[src/core/sleep_ctrl_pkg.sv]
// Purpose : shared constants and types for the sleep, wake and clock switch controller
// Assumes : single 10 MHz system clock, synchronous inputs except irq_async
// Notes   : register offsets are word indices on the plain register port
package sleep_ctrl_pkg;

  localparam int unsigned CLK_HZ           = 10_000_000;
  localparam int unsigned HF_SETTLE_NS     = 2_000;
  localparam int unsigned HF_SETTLE_CYC    = (HF_SETTLE_NS * (CLK_HZ / 1_000_000)) / 1_000;
  localparam int unsigned LF_SETTLE_CYC    = 1;
  localparam int unsigned EXT_SETTLE_CYC   = 2;
  localparam int unsigned SETTLE_W         = 8;

  localparam logic [3:0] ADDR_OSC_CTRL     = 4'h0;
  localparam logic [3:0] ADDR_OSC_STAT     = 4'h1;
  localparam logic [3:0] ADDR_CORE_STAT    = 4'h2;
  localparam logic [3:0] ADDR_WAKE_CFG     = 4'h3;
  localparam logic [3:0] ADDR_WDT_CNT      = 4'h4;

  localparam logic [1:0] SEL_CONFIG        = 2'h0;
  localparam logic [1:0] SEL_SECONDARY     = 2'h1;
  localparam logic [3:0] FREQ_LF           = 4'h0;
  localparam logic [3:0] FREQ_PLL          = 4'hF;
  localparam logic [3:0] FREQ_RESET        = 4'h7;

  localparam logic [7:0] WAKE_CFG_RESET    = 8'h00;

  typedef enum logic [1:0] {
    SRC_EXTERNAL,
    SRC_SECONDARY,
    SRC_LF_INTERNAL,
    SRC_HF_INTERNAL
  } clk_src_t;

  typedef enum {
    PWR_RUN,
    PWR_SLEEP,
    PWR_WAKE_SYNC,
    PWR_RESUME
  } pwr_state_t;

endpackage

[src/core/wake_sync_if.sv]
// Purpose : carries synchronised wake requests between the synchroniser and the controller
// Assumes : one clock domain
// Notes   : none
`timescale 1ns/1ns
interface wake_sync_if;
  logic irq_wake;
  logic wdt_wake;
  modport src (output irq_wake, output wdt_wake);
  modport dst (input irq_wake, input wdt_wake);
endinterface

[src/core/sleep_wake_clock_switch_ctrl.sv]
// Purpose : sleep entry and wake, status flags, watchdog clear, clock source switching
// Assumes : sleep_req is a one-cycle strobe from the core decoding the sleep instruction
// Notes   : full resets (pin, brown-out, power-on) arrive on rst; watchdog and irq resume
`timescale 1ns/1ns
module sleep_wake_clock_switch_ctrl
  import sleep_ctrl_pkg::*;
#(
  parameter int unsigned WDT_W = 16,
  parameter int unsigned IO_W  = 5
) (
  input  wire logic             clk,
  input  wire logic             rst,
  input  wire logic             sleep_req,
  input  wire logic             irq_pending,
  input  wire logic             irq_async,
  input  wire logic             wdt_en,
  input  wire logic             wdt_sleep_en,
  input  wire logic             wdt_clr,
  input  wire logic             global_interrupt_enable,
  input  wire logic [1:0]       config_osc_sel,
  input  wire logic             timer1_src_lf,
  input  wire logic             timer1_src_pin,
  input  wire logic             adc_src_rc,
  input  wire logic [IO_W-1:0]  io_out_in,
  input  wire logic [IO_W-1:0]  io_oe_in,
  input  wire logic [3:0]       reg_addr,
  input  wire logic [7:0]       reg_wdata,
  input  wire logic             reg_wr,
  input  wire logic             reg_rd,
  output logic      [7:0]       reg_rdata,
  output logic                  cpu_clk_en,
  output logic                  lf_osc_en,
  output logic                  timer1_run,
  output logic                  adc_run,
  output logic      [IO_W-1:0]  io_out,
  output logic      [IO_W-1:0]  io_oe,
  output logic                  prefetch_req,
  output logic                  resume_pulse,
  output logic                  vector_isr,
  output logic                  watchdog_reset_req,
  output logic      [1:0]       clk_src_sel,
  output logic                  powerdown_flag,
  output logic                  timeout_flag_n
);

  //////////////////////////////////////////////////////////////////////////////
  // state and registers

  pwr_state_t        state_q;
  logic [1:0]        system_clock_select_q;
  logic [3:0]        internal_freq_select_q;
  logic              powerdown_flag_q;
  logic              timeout_flag_n_q;
  logic [WDT_W-1:0]  wdt_cnt_q;
  logic              wdt_wake_q;
  logic [IO_W-1:0]   io_out_q;
  logic [IO_W-1:0]   io_oe_q;
  logic [7:0]        rdata_q;
  logic [SETTLE_W-1:0] settle_q;
  logic              switching_q;
  logic [3:0]        ready_q;
  logic              pll_ready_flag_q;
  clk_src_t          active_src_q;
  logic              vector_q;
  wake_sync_if       wsync ();

  // derived conditions
  logic sleep_nop;
  logic sleep_enter;
  logic in_sleep;
  logic wake_now;
  logic osc_ctrl_wr;

  // decodes the select field into a clock source kind; used three times
  function automatic clk_src_t decode_src(input logic [1:0] sel, input logic [3:0] freq);
    if (sel == SEL_CONFIG) begin
      decode_src = SRC_EXTERNAL;
    end else if (sel == SEL_SECONDARY) begin
      decode_src = SRC_SECONDARY;
    end else if (freq == FREQ_LF) begin
      decode_src = SRC_LF_INTERNAL;
    end else begin
      decode_src = SRC_HF_INTERNAL;
    end
  endfunction

  // settle count for the chosen target
  function automatic logic [SETTLE_W-1:0] settle_of(input clk_src_t s);
    case (s)
      SRC_LF_INTERNAL: settle_of = SETTLE_W'(LF_SETTLE_CYC);
      SRC_HF_INTERNAL: settle_of = SETTLE_W'(HF_SETTLE_CYC);
      default:         settle_of = SETTLE_W'(EXT_SETTLE_CYC);
    endcase
  endfunction

  //////////////////////////////////////////////////////////////////////////////
  // wake synchroniser

  // asynchronous wakes are resampled on the free-running clk, with the core clock still stopped, before fetch resumes
  wake_sync u_wake_sync (
    .clk     (clk),
    .rst     (rst),
    .irq_raw (irq_async),
    .wdt_raw (wdt_wake_q),
    .sync    (wsync.src)
  );

  //////////////////////////////////////////////////////////////////////////////
  // sleep sequencer

  assign in_sleep    = (state_q == PWR_SLEEP);
  // pending enabled interrupt turns the instruction into a no-op
  assign sleep_nop   = (state_q == PWR_RUN) && sleep_req && irq_pending;
  assign sleep_enter = (state_q == PWR_RUN) && sleep_req && !irq_pending;
  // interrupt wakes on its own enable, global enable ignored here
  assign wake_now    = wsync.irq_wake || wsync.wdt_wake;

  // the only entry path is the sleep strobe; late interrupts still complete entry
  always_ff @(posedge clk or posedge rst) begin
    if (rst) begin
      state_q <= PWR_RUN;
    end else begin
      case (state_q)
        PWR_RUN: begin
          if (sleep_enter) begin
            state_q <= PWR_SLEEP;
          end
        end
        PWR_SLEEP: begin
          if (irq_async || wdt_wake_q) begin
            state_q <= PWR_WAKE_SYNC;
          end
        end
        PWR_WAKE_SYNC: begin
          if (wake_now) begin
            state_q <= PWR_RESUME;
          end
        end
        PWR_RESUME: state_q <= PWR_RUN;
        default:    state_q <= PWR_RUN;
      endcase
    end
  end

  // status flags: reset gives power-down 1, time-out 1; entry clears/sets them
  always_ff @(posedge clk or posedge rst) begin
    if (rst) begin
      powerdown_flag_q <= 1'b1;
      timeout_flag_n_q <= 1'b1;
    end else if (sleep_enter) begin
      powerdown_flag_q <= 1'b0;
      timeout_flag_n_q <= 1'b1;
    end else if (wdt_clr) begin
      powerdown_flag_q <= 1'b1;
      timeout_flag_n_q <= 1'b1;
    end else if (wdt_wake_q && !in_sleep) begin
      timeout_flag_n_q <= 1'b0;
    end
  end

  //////////////////////////////////////////////////////////////////////////////
  // watchdog

  // cleared on entry and on wake, never on a no-op sleep; counts in sleep only if enabled
  always_ff @(posedge clk or posedge rst) begin
    if (rst) begin
      wdt_cnt_q  <= '0;
      wdt_wake_q <= 1'b0;
    end else if (sleep_enter || (state_q == PWR_RESUME) || wdt_clr) begin
      wdt_cnt_q  <= '0;
      wdt_wake_q <= 1'b0;
    end else if (wdt_en && (!in_sleep || wdt_sleep_en)) begin
      wdt_cnt_q  <= wdt_cnt_q + 1'b1;
      wdt_wake_q <= wdt_wake_q || (&wdt_cnt_q);
    end
  end

  // a watchdog overflow in run forces a reset; in sleep it only wakes
  assign watchdog_reset_req = wdt_wake_q && (state_q == PWR_RUN);

  //////////////////////////////////////////////////////////////////////////////
  // pins and peripheral enables

  // pin drive latched at entry and frozen for the whole sleep
  always_ff @(posedge clk or posedge rst) begin
    if (rst) begin
      io_out_q <= '0;
      io_oe_q  <= '0;
    end else if (state_q == PWR_RUN) begin
      io_out_q <= io_out_in;
      io_oe_q  <= io_oe_in;
    end
  end

  assign io_out       = io_out_q;
  assign io_oe        = io_oe_q;
  assign cpu_clk_en   = (state_q == PWR_RUN) || (state_q == PWR_RESUME);
  assign lf_osc_en    = 1'b1;
  assign timer1_run   = !in_sleep || timer1_src_lf || timer1_src_pin;
  assign adc_run      = !in_sleep || adc_src_rc;
  // prefetch of the next address is issued with the sleep instruction
  assign prefetch_req = sleep_enter || sleep_nop;
  assign resume_pulse = (state_q == PWR_RESUME);

  // vector only after the prefetched instruction, and only with global enable set
  always_ff @(posedge clk or posedge rst) begin
    if (rst) begin
      vector_q <= 1'b0;
    end else begin
      vector_q <= resume_pulse && global_interrupt_enable && !wdt_wake_q;
    end
  end
  assign vector_isr = vector_q;

  //////////////////////////////////////////////////////////////////////////////
  // clock switching

  assign osc_ctrl_wr = reg_wr && (reg_addr == ADDR_OSC_CTRL) && (state_q == PWR_RUN);

  // select field clears on every reset
  always_ff @(posedge clk or posedge rst) begin
    if (rst) begin
      system_clock_select_q  <= SEL_CONFIG;
      internal_freq_select_q <= FREQ_RESET;
    end else if (osc_ctrl_wr) begin
      system_clock_select_q  <= reg_wdata[1:0];
      internal_freq_select_q <= reg_wdata[7:4];
    end
  end

  // settle counter starts on every select write, source changes when it expires
  always_ff @(posedge clk or posedge rst) begin
    if (rst) begin
      settle_q     <= '0;
      switching_q  <= 1'b0;
      active_src_q <= SRC_EXTERNAL;
    end else if (osc_ctrl_wr) begin
      settle_q    <= settle_of(decode_src(reg_wdata[1:0], reg_wdata[7:4]));
      switching_q <= 1'b1;
    end else if (switching_q) begin
      if (settle_q <= SETTLE_W'(1)) begin
        switching_q  <= 1'b0;
        active_src_q <= decode_src(system_clock_select_q, internal_freq_select_q);
      end else begin
        settle_q <= settle_q - SETTLE_W'(1);
      end
    end
  end

  // one ready bit per source, pll flag tracks the pll-derived selection
  always_ff @(posedge clk or posedge rst) begin
    if (rst) begin
      ready_q          <= 4'h1;
      pll_ready_flag_q <= 1'b0;
    end else if (switching_q && (settle_q <= SETTLE_W'(1))) begin
      ready_q          <= 4'h1 << decode_src(system_clock_select_q, internal_freq_select_q);
      pll_ready_flag_q <= system_clock_select_q[1]
                          && (internal_freq_select_q == FREQ_PLL);
    end
  end

  assign clk_src_sel    = active_src_q;
  assign powerdown_flag = powerdown_flag_q;
  assign timeout_flag_n = timeout_flag_n_q;

  //////////////////////////////////////////////////////////////////////////////
  // register read port

  always_ff @(posedge clk or posedge rst) begin
    if (rst) begin
      rdata_q <= 8'h00;
    end else if (reg_rd) begin
      case (reg_addr)
        ADDR_OSC_CTRL:  rdata_q <= {internal_freq_select_q, 2'h0, system_clock_select_q};
        ADDR_OSC_STAT:  rdata_q <= {switching_q, 2'h0, pll_ready_flag_q, ready_q};
        ADDR_CORE_STAT: rdata_q <= {5'h00, state_q == PWR_SLEEP,
                                    timeout_flag_n_q, powerdown_flag_q};
        ADDR_WAKE_CFG:  rdata_q <= WAKE_CFG_RESET;
        ADDR_WDT_CNT:   rdata_q <= 8'(wdt_cnt_q);
        default:        rdata_q <= 8'h00;
      endcase
    end else begin
      rdata_q <= 8'h00;
    end
  end
  assign reg_rdata = rdata_q;

  // helper for the settle check: counts the cycles of the switch in progress,
  // so the check needs no long repetition; a new write restarts the count
  logic [SETTLE_W-1:0] chk_settle_cnt_q;
  logic                chk_hf_target_q;
  always_ff @(posedge clk or posedge rst) begin
    if (rst) begin
      chk_settle_cnt_q <= '0;
      chk_hf_target_q  <= 1'b0;
    end else if (osc_ctrl_wr) begin
      chk_settle_cnt_q <= '0;
      chk_hf_target_q  <= reg_wdata[1] && (reg_wdata[7:4] != FREQ_LF);
    end else if (switching_q) begin
      chk_settle_cnt_q <= chk_settle_cnt_q + SETTLE_W'(1);
    end
  end
endmodule

[src/core/wake_sync.sv]
// Purpose : two-stage synchroniser for wake events arriving while the core clock is stopped
// Assumes : events may change at any time relative to clk
// Notes   : first stage is read only by the second stage
`timescale 1ns/1ns
module wake_sync (
  input  wire logic  clk,
  input  wire logic  rst,
  input  wire logic  irq_raw,
  input  wire logic  wdt_raw,
  wake_sync_if.src   sync
);
  logic [1:0] meta_q;
  logic [1:0] stable_q;

  // two flops per event, first stage feeds only the second
  always_ff @(posedge clk or posedge rst) begin
    if (rst) begin
      meta_q   <= 2'h0;
      stable_q <= 2'h0;
    end else begin
      meta_q   <= {wdt_raw, irq_raw};
      stable_q <= meta_q;
    end
  end

  assign sync.irq_wake = stable_q[0];
  assign sync.wdt_wake = stable_q[1];
endmodule

[config.mk]
export PLATFORM = sky130hd
export DESIGN_NAME = sleep_wake_clock_switch_ctrl
export DESIGN_NICKNAME = d
export VERILOG_FILES = /design/src/core/sleep_ctrl_pkg.sv /design/src/core/wake_sync_if.sv /design/src/core/sleep_wake_clock_switch_ctrl.sv /design/src/core/wake_sync.sv
export SDC_FILE = /design/constraint.sdc
export NUM_CORES = 1
export LEC_CHECK = 0
export BUFFER_PORTS_ARGS = -buffer_cell sky130_fd_sc_hd__buf_4
export CAP_MARGIN = 40
export CORE_MARGIN = 3
export CORE_UTILIZATION = 50
export DETAILED_ROUTE_END_ITERATION = 10
export GPL_ROUTABILITY_DRIVEN = 0
export PLACE_DENSITY = 0.71
export REMOVE_ABC_BUFFERS = 1
export SLEW_MARGIN = 20
export SYNTH_ARGS = -nofsm -noshare
export SYNTH_HDL_FRONTEND = slang
export SYNTH_HIERARCHICAL = 1
export SYNTH_SLANG_ARGS = --single-unit
[constraint.sdc]
create_clock -name clk -period 2.8 [get_ports clk]
set_input_delay 0.28 -clock clk [delete_from_list [all_inputs] [get_ports clk]]
set_output_delay 0.28 -clock clk [all_outputs]
set_load 0.02 [all_outputs]
Word level (Yosys, flattened, before mapping)
Cells that the tools add are included.
Word-level totals
  register bits after elaboration: 96
  bits in latches: 0
  RAM bits: 0
  bits in read-only memories: 0
  input bits: 38
  logic and storage cells: 110
  memories: 0
Operators by class
  $add $sub $neg: 2
  multipliers: 0
  div/mod/pow operators: 0
  order comparisons: 1
  equality and inequality tests: 16
  shift-type cells: 1
  multiplexer cells: 30
  bitwise logic cells: 1
  reductions and logical operators: 41
Operators with widths (number)
  $mux W32: 3
  $pmux W32 S3: 1
  $eq A32 B2 Y1 const B: 2
  $logic_not A32 Y1: 2
  $eq A32 B1 Y1 const B: 1
  $eq A32 B3 Y1 const B: 1
  $mux W16: 2
  $mux W8: 4
  $pmux W8 S4: 1
  $add A16 B1 Y16 const B: 1
  $reduce_and A16 Y1: 1
  $logic_and A1 B1 Y1: 12
  $logic_not A4 Y1: 3
  $mux W1: 12
  $mux W2: 6
  $logic_or A1 B1 Y1: 11
  $pmux W5 S2: 1
  $le A8 B1 Y1 const B: 1
  $ne A2 B2 Y1 const B: 4
  $sub A8 B1 Y8 const B: 1
  $reduce_and A3 Y1: 2
  $reduce_bool A2 Y1: 3
  $eq A2 B1 Y1 const B: 2
  $eq A2 B2 Y1 const B: 2
  other kinds (10): 13

Longest topological paths before layout
Gate-level depths: netlist (run 1).
  depth after elaboration: 8
  depth in mapped cells: 9
  depth with buffers taken out: 6

Hierarchy
The synthesis (run 1) kept the hierarchy.
By module, submodules not included
  sleep_wake_clock_switch_ctrl: instances 1, cells each 310, area an instance 3160.5 sq um, seq. area each 1559.0 sq um
  wake_sync: instances 1, cells each 5, area an instance 103.8 sq um, seq. area each 100.1 sq um

Worst setup path before layout (run 1)
OpenSTA, ideal clock, no wires.
  kind: register -> register
  start point: register state_q[0]
  end point: register wdt_cnt_q[0]
  library setup time: 0.132 ns
  arrival: 1.712 ns
  data required time: 2.668 ns
  slack: 0.956 ns
  cell stages (with the launch flop): 9
  cells stage by stage: dfrtp_1 -> inv_1 -> ha_1 -> clkbuf_1 -> and3b_1 -> or3_1 -> clkbuf_1 -> clkbuf_1 -> nor2_1
Between the ends
  longest elaborated chain between the ends: 6
RTL lines
  start: declaration: line sleep_wake_clock_switch_ctrl.sv:49  | pwr_state_t state_q;
  start signal: assignment: line sleep_wake_clock_switch_ctrl.sv:121  | state_q <= PWR_RUN;
  start signal: assignment: line sleep_wake_clock_switch_ctrl.sv:126  | state_q <= PWR_SLEEP;
  start signal: assignment: line sleep_wake_clock_switch_ctrl.sv:131  | state_q <= PWR_WAKE_SYNC;
  $logic_not A32 Y1: line sleep_wake_clock_switch_ctrl.sv:114  | assign sleep_enter = (state_q == PWR_RUN) && sleep_req && !irq_pending;
  $logic_and A1 B1 Y1 (2 in series): line sleep_wake_clock_switch_ctrl.sv:114
  $logic_or A1 B1 Y1 (2 in series): line sleep_wake_clock_switch_ctrl.sv:169  | end else if (sleep_enter || (state_q == PWR_RESUME) || wdt_clr) begin
  $mux W16 or $reduce_bool A2 Y1 (tied branches)
  end signal: assignment: line sleep_wake_clock_switch_ctrl.sv:173  | wdt_cnt_q <= wdt_cnt_q + 1'b1;
  end: declaration: line sleep_wake_clock_switch_ctrl.sv:54  | logic [WDT_W-1:0] wdt_cnt_q;
Several ways; a longest one is shown, not always the timed one.
A chain may end at the register's enable or synchronous reset.

Final worst setup path (run 1)
  start point: register state_q[1]
  end point: register wdt_cnt_q[8]
The elaborated chain is that of the path after synthesis.

==> flow_summary.html, run 1 <==
<table>
<tr><th>Metric</th><th>Value</th></tr>
<tr><th colspan="2">Run status</th></tr>
<tr><td>Result of the run</td><td>finished, final reports clean</td></tr>
<tr><th colspan="2">Finish</th></tr>
<tr><td>Multi-input logic area</td><td>0.00149 mm²</td></tr>
<tr><td>Fillers</td><td>524</td></tr>
<tr><td>Final Non-Filler Cells</td><td>458</td></tr>
<tr><td># diodes</td><td>0</td></tr>
<tr><td>Post-route cell area</td><td>0.00401 mm²</td></tr>
<tr><td>Nets@finish</td><td>423</td></tr>
<tr><td>Fraction of final layout cells with drive strength greater than 1</td><td>29.0%</td></tr>
<tr><td>Area growth, synth to finish</td><td>22.9%</td></tr>
<tr><td>Seq. cell area</td><td>0.00166 mm²</td></tr>
<tr><th colspan="2">Global routing</th></tr>
<tr><td>Number of global-route vias before repair</td><td>2567</td></tr>
<tr><td>Global router's overall resource usage</td><td>20.7%</td></tr>
<tr><td>Largest net degree at the start of global routing</td><td>41</td></tr>
<tr><td>Initial antenna violation count</td><td>0</td></tr>
<tr><td>GRT overflow</td><td>0</td></tr>
<tr><td>Wire length of the first global-routing pass</td><td>12200 µm</td></tr>
<tr><th colspan="2">STA</th></tr>
<tr><td>RSZ-0062 raised after global routing</td><td>false</td></tr>
<tr><td>Share of the clock period used by the worst path after layout</td><td>80.4%</td></tr>
<tr><td>Number of max-slew violations in the final report</td><td>0</td></tr>
<tr><td>Slew @ Worst Pin</td><td>530 ps</td></tr>
<tr><td>Worst max-slew margin expressed relative to the limit</td><td>64.7%</td></tr>
<tr><td>Achievable clock frequency</td><td>444 MHz</td></tr>
<tr><td>Setup Viol. Count Final</td><td>0</td></tr>
<tr><td>Post-layout minimum cycle time</td><td>2250 ps</td></tr>
<tr><td>Clock tree skew after final layout</td><td>7.95 ps</td></tr>
<tr><td>Setup total negative slack</td><td>0 ps</td></tr>
<tr><td>Hold Violations, Final</td><td>0</td></tr>
<tr><th colspan="2">Synth</th></tr>
<tr><td>Cell types with the largest area share after synthesis</td><td>sky130_fd_sc_hd__dfrtp_1 46%, sky130_fd_sc_hd__dfstp_2 4.8%, sky130_fd_sc_hd__nand2_1 3.9%, sky130_fd_sc_hd__mux2_2 3.4%, sky130_fd_sc_hd__ha_1 2.7%</td></tr>
<tr><td>Compound-cell area share of the yosys netlist</td><td>13.1%</td></tr>
<tr><td>Mapped cell area</td><td>0.00326 mm²</td></tr>
<tr><td>Post-synthesis cell count</td><td>315</td></tr>
<tr><td>Dominant combinational cell family by area after synthesis</td><td>simple AND/OR/NAND/NOR gates</td></tr>
<tr><td>Synthesized area divided by synthesized cell count</td><td>10.4 µm²</td></tr>
<tr><td>Most used standard cell by instance count after synthesis</td><td>sky130_fd_sc_hd__dfrtp_1</td></tr>
<tr><td>Distinct cell type count after synthesis</td><td>56</td></tr>
<tr><td>Area share of and/or/nand/nor cells after synthesis</td><td>21.7%</td></tr>
<tr><td>XOR/XNOR share of the synthesized area</td><td>2.15%</td></tr>
<tr><td>Synth async-reset ratio</td><td>100%</td></tr>
<tr><td>Seq/Total Area, Yosys</td><td>50.8%</td></tr>
<tr><td>Number of synthesized flops with an enable pin</td><td>0</td></tr>
<tr><td>Adder and majority gate portion of the synthesized area</td><td>2.99%</td></tr>
<tr><td>Proportion of synthesized area in mux cells</td><td>5.60%</td></tr>
<tr><td>Fraction of synthesized cell area taken by the top area cell type</td><td>46.0%</td></tr>
<tr><td>Cell type contributing the most total cell area after synthesis</td><td>sky130_fd_sc_hd__dfrtp_1</td></tr>
<tr><td>Synth warnings</td><td>6</td></tr>
<tr><td>Top cells by instance count after synthesis</td><td>60 x sky130_fd_sc_hd__dfrtp_1, 34 x sky130_fd_sc_hd__nand2_1, 22 x sky130_fd_sc_hd__nor2_1</td></tr>
<tr><td>Commonest register cell after synthesis</td><td>sky130_fd_sc_hd__dfrtp_1</td></tr>
<tr><td>Number of synthesized register bits</td><td>66</td></tr>
<tr><th colspan="2">Worst setup path</th></tr>
<tr><td>Signal arrival time at the worst endpoint</td><td>2510 ps</td></tr>
<tr><td>Type of the worst setup path</td><td>flop to flop</td></tr>
<tr><td>Cell type of the slowest stage on the worst timing path</td><td>sky130_fd_sc_hd__or4_1</td></tr>
<tr><td>Worst path cell trace</td><td>inv_1 &gt; ha_1 &gt; nand2b_1 &gt; nand4_1 &gt; or4_1 &gt; a21oi_1</td></tr>
<tr><td>Family with the most delay on the worst path</td><td>simple AND/OR/NAND/NOR gates</td></tr>
<tr><td>Start of the worst register-to-register path</td><td>state_q[1]</td></tr>
<tr><td>CP endpoint kind</td><td>flop</td></tr>
<tr><td>Required time of the worst setup path</td><td>3060 ps</td></tr>
<tr><td>Critical path buffer and inverter count</td><td>1</td></tr>
<tr><td>FF-to-FF path depth</td><td>6</td></tr>
<tr><td>R2r endpoint</td><td>wdt_cnt_q[8]</td></tr>
<tr><td>Sort of element at the start of the critical path</td><td>flop</td></tr>
<tr><td>Slack of the worst reg-to-reg path</td><td>550 ps</td></tr>
<tr><td>Largest stage delay, worst path</td><td>630 ps</td></tr>
<tr><td>Critical-path maximum fanout</td><td>11</td></tr>
<tr><th colspan="2">Min path</th></tr>
<tr><td>Hold/Removal Path Class</td><td>input port to flop</td></tr>
<tr><td>Hold path startpoint</td><td>irq_async</td></tr>
<tr><td>Worst hold path endpoint</td><td>u_wake_sync/meta_q[0]</td></tr>
<tr><td>Number of instances on the worst hold path</td><td>1</td></tr>
<tr><th colspan="2">Placement</th></tr>
<tr><td>Instance count after placement with tap cells included</td><td>441</td></tr>
<tr><td>Detailed placement HPWL</td><td>5230 µm</td></tr>
<tr><td>Placed cell areas</td><td>0.00378 mm²</td></tr>
<tr><td>Input/output buffers</td><td>62</td></tr>
<tr><th colspan="2">Routing</th></tr>
<tr><td>Number of design rule violations left after detail routing</td><td>0</td></tr>
<tr><td>Final Routed Wirelength</td><td>7060 µm</td></tr>
<tr><td>Number of DRC violations after detailed-routing iteration 0</td><td>120</td></tr>
<tr><td>Number of vias in the routed layout</td><td>2534</td></tr>
<tr><td>Count of TritonRoute iterations in the first routing pass</td><td>4</td></tr>
<tr><td>Average via count per standard cell</td><td>5.53</td></tr>
<tr><td>Routed length per instance</td><td>15.4 µm</td></tr>
<tr><td>Count of antenna-violating nets left after detailed routing</td><td>0</td></tr>
<tr><th colspan="2">Power</th></tr>
<tr><td>Power density cells</td><td>883 mW/mm²</td></tr>
<tr><td>Leakage power of the design</td><td>1.82 nW</td></tr>
<tr><td>Worst IR Drop VDD</td><td>0.549 mV</td></tr>
<tr><th colspan="2">Die</th></tr>
<tr><td>Core area</td><td>0.00613 mm²</td></tr>
<tr><td>Die X</td><td>86.8 µm</td></tr>
<tr><td>Row cnt</td><td>28</td></tr>
<tr><td>Total I/O pin count</td><td>68</td></tr>
<tr><td>Total die area</td><td>0.00753 mm²</td></tr>
<tr><td>Overall die height</td><td>86.8 µm</td></tr>
<tr><td>Starting Density</td><td>53.2%</td></tr>
<tr><th colspan="2">Clock network</th></tr>
<tr><td>Total CTS buffers</td><td>9</td></tr>
<tr><td>Clock transition at the register clock pins on the worst setup and hold paths after CTS</td><td>70 ps</td></tr>
<tr><td>Root buffer selected by CTS</td><td>sky130_fd_sc_hd__clkbuf_8</td></tr>
<tr><td>CTS H-Tree Depth</td><td>3</td></tr>
<tr><td>Clock latency on the worst-skew pair</td><td>340 ps</td></tr>
<tr><td>Clock sink count</td><td>66</td></tr>
<tr><td>Longest Clk Path Bufs</td><td>2</td></tr>
<tr><td>Resize count post-CTS</td><td>0</td></tr>
<tr><td>TritonCTS clock tree</td><td>built</td></tr>
<tr><th colspan="2">Job</th></tr>
<tr><td>Max Cap Violations</td><td>0</td></tr>
</table>
-- layout by cell type (no fill, tap or decap), types with 7 or more instances in the layout --
| master | instances |
|---|---|
| sky130_fd_sc_hd__nand2_1 | 34 |
| sky130_fd_sc_hd__xor2_1 | 7 |
| sky130_fd_sc_hd__dfrtp_1 | 60 |
| sky130_fd_sc_hd__o21ai_0 | 14 |
| sky130_fd_sc_hd__a21oi_1 | 16 |
| sky130_fd_sc_hd__ha_1 | 7 |
| sky130_fd_sc_hd__nand3_1 | 12 |
| sky130_fd_sc_hd__inv_1 | 9 |
| sky130_fd_sc_hd__mux2_2 | 10 |
| sky130_fd_sc_hd__or3_1 | 7 |
| sky130_fd_sc_hd__mux2i_1 | 7 |
| sky130_fd_sc_hd__and2_1 | 8 |
| sky130_fd_sc_hd__buf_4 | 64 |
| sky130_fd_sc_hd__nor2_1 | 22 |
| sky130_fd_sc_hd__clkbuf_8 | 10 |
-- worst reg2reg max path, cell delays in order, from the launching register on --
cell                       delay [ps]
sky130_fd_sc_hd__dfrtp_1          370
sky130_fd_sc_hd__inv_1             90
sky130_fd_sc_hd__ha_1             270
sky130_fd_sc_hd__nand2b_1         260
sky130_fd_sc_hd__nand4_1          410
sky130_fd_sc_hd__or4_1            630
sky130_fd_sc_hd__a21oi_1          150
-- through the flow --
stage          utilization (%)  hold WS (ps)  power [W]  worst slack, ps
2_1_floorplan                -          46.1    0.00223              779
3_3_place_gp              61.7           181    0.00264              651
3_5_place_dp              61.7           188    0.00268              584
4_1_cts                   65.4          41.2    0.00358              553
5_1_grt                   65.4          43.6    0.00378              315
6_report                  65.4          59.6    0.00354              548
-- sequential cells by signal, summed over array words and instances, names as in the netlist, 2 cells and up --
| register | cells |
|---|---|
| state_q | 2 |
| reg_rdata | 8 |
| internal_freq_select_q | 4 |
| io_out | 5 |
| settle_q | 8 |
| u_wake_sync/stable_q | 2 |
| ready_q | 4 |
| io_oe | 5 |
| wdt_cnt_q | 16 |
| clk_src_sel | 2 |
| u_wake_sync/meta_q | 2 |
| system_clock_select_q | 2 |
-- cells by family (layout without fill, tap and decap cells) --
kind of cell,Yosys count,count (layout)
compound gates,62,62
xor+xnor,8,8
fa+ha+maj,8,8
buf+inv,24,92
flops,66,66
mux,17,17
other cells,1,1
simple gates,129,129
-- where the power goes --
part | internal (W) | switching [W]
sequential | 0.00121 | 0.000210
clock | 0.000523 | 0.000365
combinational | 0.000574 | 0.000662
-- cell type report --
cell class | count | share of cell area (%)
sequential | 66 | 41.4
multi-input combinational | 225 | 37.2
timing repair buffer | 66 | 12.7
clock buffer | 11 | 3.52
tap | 75 | 2.34
clock inverter | 5 | 1.93
inverter | 10 | 0.936
-- worst max path at each step --
| stage | start | end | slack (ps) | cells after the start |
|---|---|---|---|---|
| after floorplan | state_q[0] | settle_q[1] | 780 | 5 |
| after global placement | state_q[1] | wdt_cnt_q[10] | 650 | 6 |
| after detailed placement | state_q[1] | wdt_cnt_q[8] | 580 | 6 |
| after CTS | state_q[1] | wdt_cnt_q[8] | 550 | 6 |
| after global routing | state_q[1] | wdt_cnt_q[10] | 320 | 6 |
| final | state_q[1] | wdt_cnt_q[8] | 550 | 6 |
-- per-layer routing --
layer	GRT usage (%)	wire length, µm
met5	0	0
met2	35.2	3510
met3	5.13	279
met4	6.09	85
met1	26.0	3180
-- repair_timing --
item | in CTS | in global routing
endpoints found under the hold margin | 24 | 0
buffers inserted | 0 | 0
hold buffers | 1 | 0
Power figures use the tool's default switching activity.
==> inputs of run 2 (changes only) <==
==> constraint.sdc (replaced) <==
create_clock -name clk -period 2.3 [get_ports clk]
set_input_delay 0.23 -clock clk [delete_from_list [all_inputs] [get_ports clk]]
set_output_delay 0.23 -clock clk [all_outputs]
set_load 0.02 [all_outputs]
==> run 2 against run 1 <==
Clock-buffer cell count is 1 higher. Setup slack worse by 230 ps. Total power is 23% higher. Combinational power rose by 22%. Die area unchanged. Fmax rose by 14%. Sequential power increased by 21%. Non-clock buffer count is 3 higher. Clock power increased by 26%. Critical path depth is the same. Sequential share of layout area fell by 0.45 points. Critical endpoint is now wdt_cnt_q[12]. Highest routed layer unchanged.
==> flow_summary.html, run 2 (synthesis results as in run 1) <==
<table>
<tr><th>Metric</th><th>Value</th></tr>
<tr><th colspan="2">Run status</th></tr>
<tr><td>Result of the run</td><td>finished, final reports clean</td></tr>
<tr><th colspan="2">Routing</th></tr>
<tr><td>Average via count per standard cell</td><td>5.52 (-0.22%)</td></tr>
<tr><td>Count of TritonRoute iterations in the first routing pass</td><td>4 (unchanged)</td></tr>
<tr><td>Number of design rule violations left after detail routing</td><td>0 (unchanged)</td></tr>
<tr><td>Number of DRC violations after detailed-routing iteration 0</td><td>76 (-37%)</td></tr>
<tr><td>Number of vias in the routed layout</td><td>2545 (+0.43%)</td></tr>
<tr><td>Final Routed Wirelength</td><td>6930 µm (-1.8%)</td></tr>
<tr><td>Count of antenna-violating nets left after detailed routing</td><td>0 (unchanged)</td></tr>
<tr><td>Routed length per instance</td><td>15.0 µm (-2.5%)</td></tr>
<tr><th colspan="2">Power</th></tr>
<tr><td>Leakage power of the design</td><td>1.84 nW (+1.3%)</td></tr>
<tr><td>Power density cells</td><td>1070 mW/mm² (+22%)</td></tr>
<tr><td>Worst IR Drop VDD</td><td>0.690 mV (+26%)</td></tr>
<tr><th colspan="2">Global routing</th></tr>
<tr><td>Met3 track utilization from global routing</td><td>6.56% (+1.4 points)</td></tr>
<tr><td>Largest net degree at the start of global routing</td><td>63 (+54%)</td></tr>
<tr><td>Number of global-route vias before repair</td><td>2466 (-3.9%)</td></tr>
<tr><td>Global router's overall resource usage</td><td>20.0% (-0.65 points)</td></tr>
<tr><td>Global-route track usage on met1</td><td>25.4% (-0.59 points)</td></tr>
<tr><td>Met2 track demand over resource in global routing</td><td>32.8% (-2.4 points)</td></tr>
<tr><td>GRT overflow</td><td>0 (unchanged)</td></tr>
<tr><td>Wire length of the first global-routing pass</td><td>11700 µm (-4.1%)</td></tr>
<tr><td>Initial antenna violation count</td><td>0 (unchanged)</td></tr>
<tr><td>Busiest metal layer after global routing</td><td>met2</td></tr>
<tr><th colspan="2">Clock network</th></tr>
<tr><td>Clock latency on the worst-skew pair</td><td>340 ps (about the same)</td></tr>
<tr><td>Resize count post-CTS</td><td>0 (unchanged)</td></tr>
<tr><td>Total CTS buffers</td><td>9 (unchanged)</td></tr>
<tr><td>CTS H-Tree Depth</td><td>3 (unchanged)</td></tr>
<tr><td>Longest Clk Path Bufs</td><td>2 (unchanged)</td></tr>
<tr><td>Clock transition at the register clock pins on the worst setup and hold paths after CTS</td><td>70 ps (about the same)</td></tr>
<tr><td>TritonCTS clock tree</td><td>built</td></tr>
<tr><td>Post-CTS setup buffers</td><td>0 (unchanged)</td></tr>
<tr><td>Clock sink count</td><td>66 (unchanged)</td></tr>
<tr><td>Root buffer selected by CTS</td><td>sky130_fd_sc_hd__clkbuf_8</td></tr>
<tr><th colspan="2">Job</th></tr>
<tr><td>Max Cap Violations</td><td>0 (unchanged)</td></tr>
<tr><th colspan="2">Worst setup path</th></tr>
<tr><td>R2r endpoint</td><td>wdt_cnt_q[12]</td></tr>
<tr><td>Cell type of the slowest stage on the worst timing path</td><td>sky130_fd_sc_hd__or4_1</td></tr>
<tr><td>Type of the worst setup path</td><td>flop to flop</td></tr>
<tr><td>Largest stage delay, worst path</td><td>580 ps (-50 ps)</td></tr>
<tr><td>Critical path depth in cells</td><td>6 (unchanged)</td></tr>
<tr><td>Required time of the worst setup path</td><td>2560 ps (-500 ps)</td></tr>
<tr><td>Critical-path maximum fanout</td><td>8 (-3)</td></tr>
<tr><td>Critical Path Source</td><td>state_q[1]</td></tr>
<tr><td>Slack of the worst reg-to-reg path</td><td>320 ps (-230 ps)</td></tr>
<tr><td>Worst Setup EP</td><td>wdt_cnt_q[12]</td></tr>
<tr><td>Family with the most delay on the worst path</td><td>simple AND/OR/NAND/NOR gates</td></tr>
<tr><td>CP endpoint kind</td><td>flop</td></tr>
<tr><td>Sort of element at the start of the critical path</td><td>flop</td></tr>
<tr><td>Start of the worst register-to-register path</td><td>state_q[1]</td></tr>
<tr><td>FF-to-FF path depth</td><td>6 (unchanged)</td></tr>
<tr><td>Worst path cell trace</td><td>inv_1 &gt; ha_1 &gt; nand2b_1 &gt; nand4_1 &gt; or4_1 &gt; a21oi_1</td></tr>
<tr><td>Critical path buffer and inverter count</td><td>1 (unchanged)</td></tr>
<tr><td>Signal arrival time at the worst endpoint</td><td>2240 ps (-270 ps)</td></tr>
<tr><th colspan="2">Die</th></tr>
<tr><td>Starting Density</td><td>53.2% (unchanged)</td></tr>
<tr><td>Overall die height</td><td>86.8 µm (unchanged)</td></tr>
<tr><td>Total I/O pin count</td><td>68 (unchanged)</td></tr>
<tr><td>Core area</td><td>0.00613 mm² (unchanged)</td></tr>
<tr><td>Total die area</td><td>0.00753 mm² (unchanged)</td></tr>
<tr><td>Die X</td><td>86.8 µm (unchanged)</td></tr>
<tr><td>Row cnt</td><td>28 (unchanged)</td></tr>
<tr><th colspan="2">Finish</th></tr>
<tr><td>Max reg flops</td><td>16 (unchanged)</td></tr>
<tr><td>Leading cell type in the layout, fill and taps excluded</td><td>sky130_fd_sc_hd__buf_4</td></tr>
<tr><td>Fillers</td><td>490 (-6.5%)</td></tr>
<tr><td>Fraction of final layout cells with drive strength greater than 1</td><td>29.5% (+0.55 points)</td></tr>
<tr><td>Area growth, synth to finish</td><td>24.2%</td></tr>
<tr><td>Final Non-Filler Cells</td><td>461 (+0.66%)</td></tr>
<tr><td>Top register by number of flip-flops</td><td>wdt_cnt_q</td></tr>
<tr><td>Nets@finish</td><td>426 (+0.71%)</td></tr>
<tr><td># diodes</td><td>0 (unchanged)</td></tr>
<tr><td>Most frequent cells in the layout</td><td>66 x sky130_fd_sc_hd__buf_4, 60 x sky130_fd_sc_hd__dfrtp_1, 34 x sky130_fd_sc_hd__nand2_1</td></tr>
<tr><th colspan="2">Min path</th></tr>
<tr><td>Hold/Removal Path Class</td><td>input port to flop</td></tr>
<tr><th colspan="2">STA</th></tr>
<tr><td>Post-layout minimum cycle time</td><td>1980 ps (-272 ps)</td></tr>
<tr><td>Share of the clock period used by the worst path after layout</td><td>86.1% (+5.7 points)</td></tr>
<tr><td>Slew @ Worst Pin</td><td>544 ps (+14.0 ps)</td></tr>
<tr><td>Clock tree skew after final layout</td><td>7.45 ps (-0.501 ps)</td></tr>
<tr><td>Achievable clock frequency</td><td>505 MHz (+14%)</td></tr>
<tr><td>Setup Viol. Count Final</td><td>0 (unchanged)</td></tr>
<tr><td>Number of max-slew violations in the final report</td><td>0 (unchanged)</td></tr>
<tr><td>Worst max-slew margin expressed relative to the limit</td><td>63.7% (-0.94 points)</td></tr>
<tr><td>Setup total negative slack</td><td>0 ps (unchanged)</td></tr>
<tr><td>Hold Violations, Final</td><td>0 (unchanged)</td></tr>
<tr><td>RSZ-0062 raised after global routing</td><td>false</td></tr>
<tr><th colspan="2">Placement</th></tr>
<tr><td>Detailed placement HPWL</td><td>5150 µm (-1.5%)</td></tr>
<tr><td>Instance count after placement with tap cells included</td><td>443 (+0.45%)</td></tr>
<tr><td>Input/output buffers</td><td>62 (unchanged)</td></tr>
</table>
-- run 2: cell count changes in the layout (fill, tap and decap cells not counted), sizes merged --
cell and change:
buf +2, dlygate4sd3 +1, clkbuf +1, clkinv -1
-- run 2: where the power goes --
part	total [W]	internal (W)	switching (W)	leakage (nW)
sequential	0.00172	0.00147	0.000252	0.830
combinational	0.00151	0.000708	0.000805	0.896
clock	0.00112	0.000697	0.000425	0.119
-- run 2: repair_timing --
item | in CTS | in global routing
hold buffers | 2 | 0
hold endpoints to repair | 61 | 0
setup endpoints to repair | 0 | 0
-- run 2: how the worst min path moves through the flow --
stage	startpoint	end	depth (start not counted)
after floorplan	rst	u_wake_sync/meta_q[0]	1
after global placement	rst	u_wake_sync/stable_q[1]	2
after detailed placement	rst	u_wake_sync/stable_q[1]	2
after CTS	reg_wdata[0]	system_clock_select_q[0]	3
after global routing	reg_wdata[0]	system_clock_select_q[0]	3
final	reg_wdata[0]	system_clock_select_q[0]	3
-- run 2: area by class of cell --
| type | count | area, µm² | area share, % |
|---|---|---|---|
| clock buffer | 12 | 165 | 4.07 |
| clock inverter | 4 | 72.6 | 1.79 |
| inverter | 10 | 37.5 | 0.926 |
| multi-input combinational | 225 | 1490 | 36.8 |
| sequential | 66 | 1660 | 40.9 |
| tap | 75 | 93.8 | 2.31 |
| timing repair buffer | 69 | 536 | 13.2 |
-- run 2: stage by stage --
step	setup WS (ps)	total power (W)	utilization (%)	hold slack [ps]	cell area, µm²
floorplan	279	0.00271	-	-3.92	3190
global placement	392	0.00322	61.9	129	3800
detailed placement	322	0.00327	61.9	140	3800
CTS	314	0.00440	66.1	59.9	4060
global route	127	0.00465	66.1	70.8	4060
finish	319	0.00436	66.1	78.5	4060
-- run 2: worst register-to-register path, cell delays in order (launching register included) --
cell	delay, ps
sky130_fd_sc_hd__dfrtp_1	370
sky130_fd_sc_hd__inv_1	80
sky130_fd_sc_hd__ha_1	190
sky130_fd_sc_hd__nand2b_1	230
sky130_fd_sc_hd__nand4_1	280
sky130_fd_sc_hd__or4_1	580
sky130_fd_sc_hd__a21oi_1	170
-- run 2: layer usage --
metal / up-vias / share of wire (%)
met2: 45 / 51
met4: 0 / 1.1
li1: 1248 / -
met5: - / 0
met1: 1242 / 44
met3: 10 / 3.9
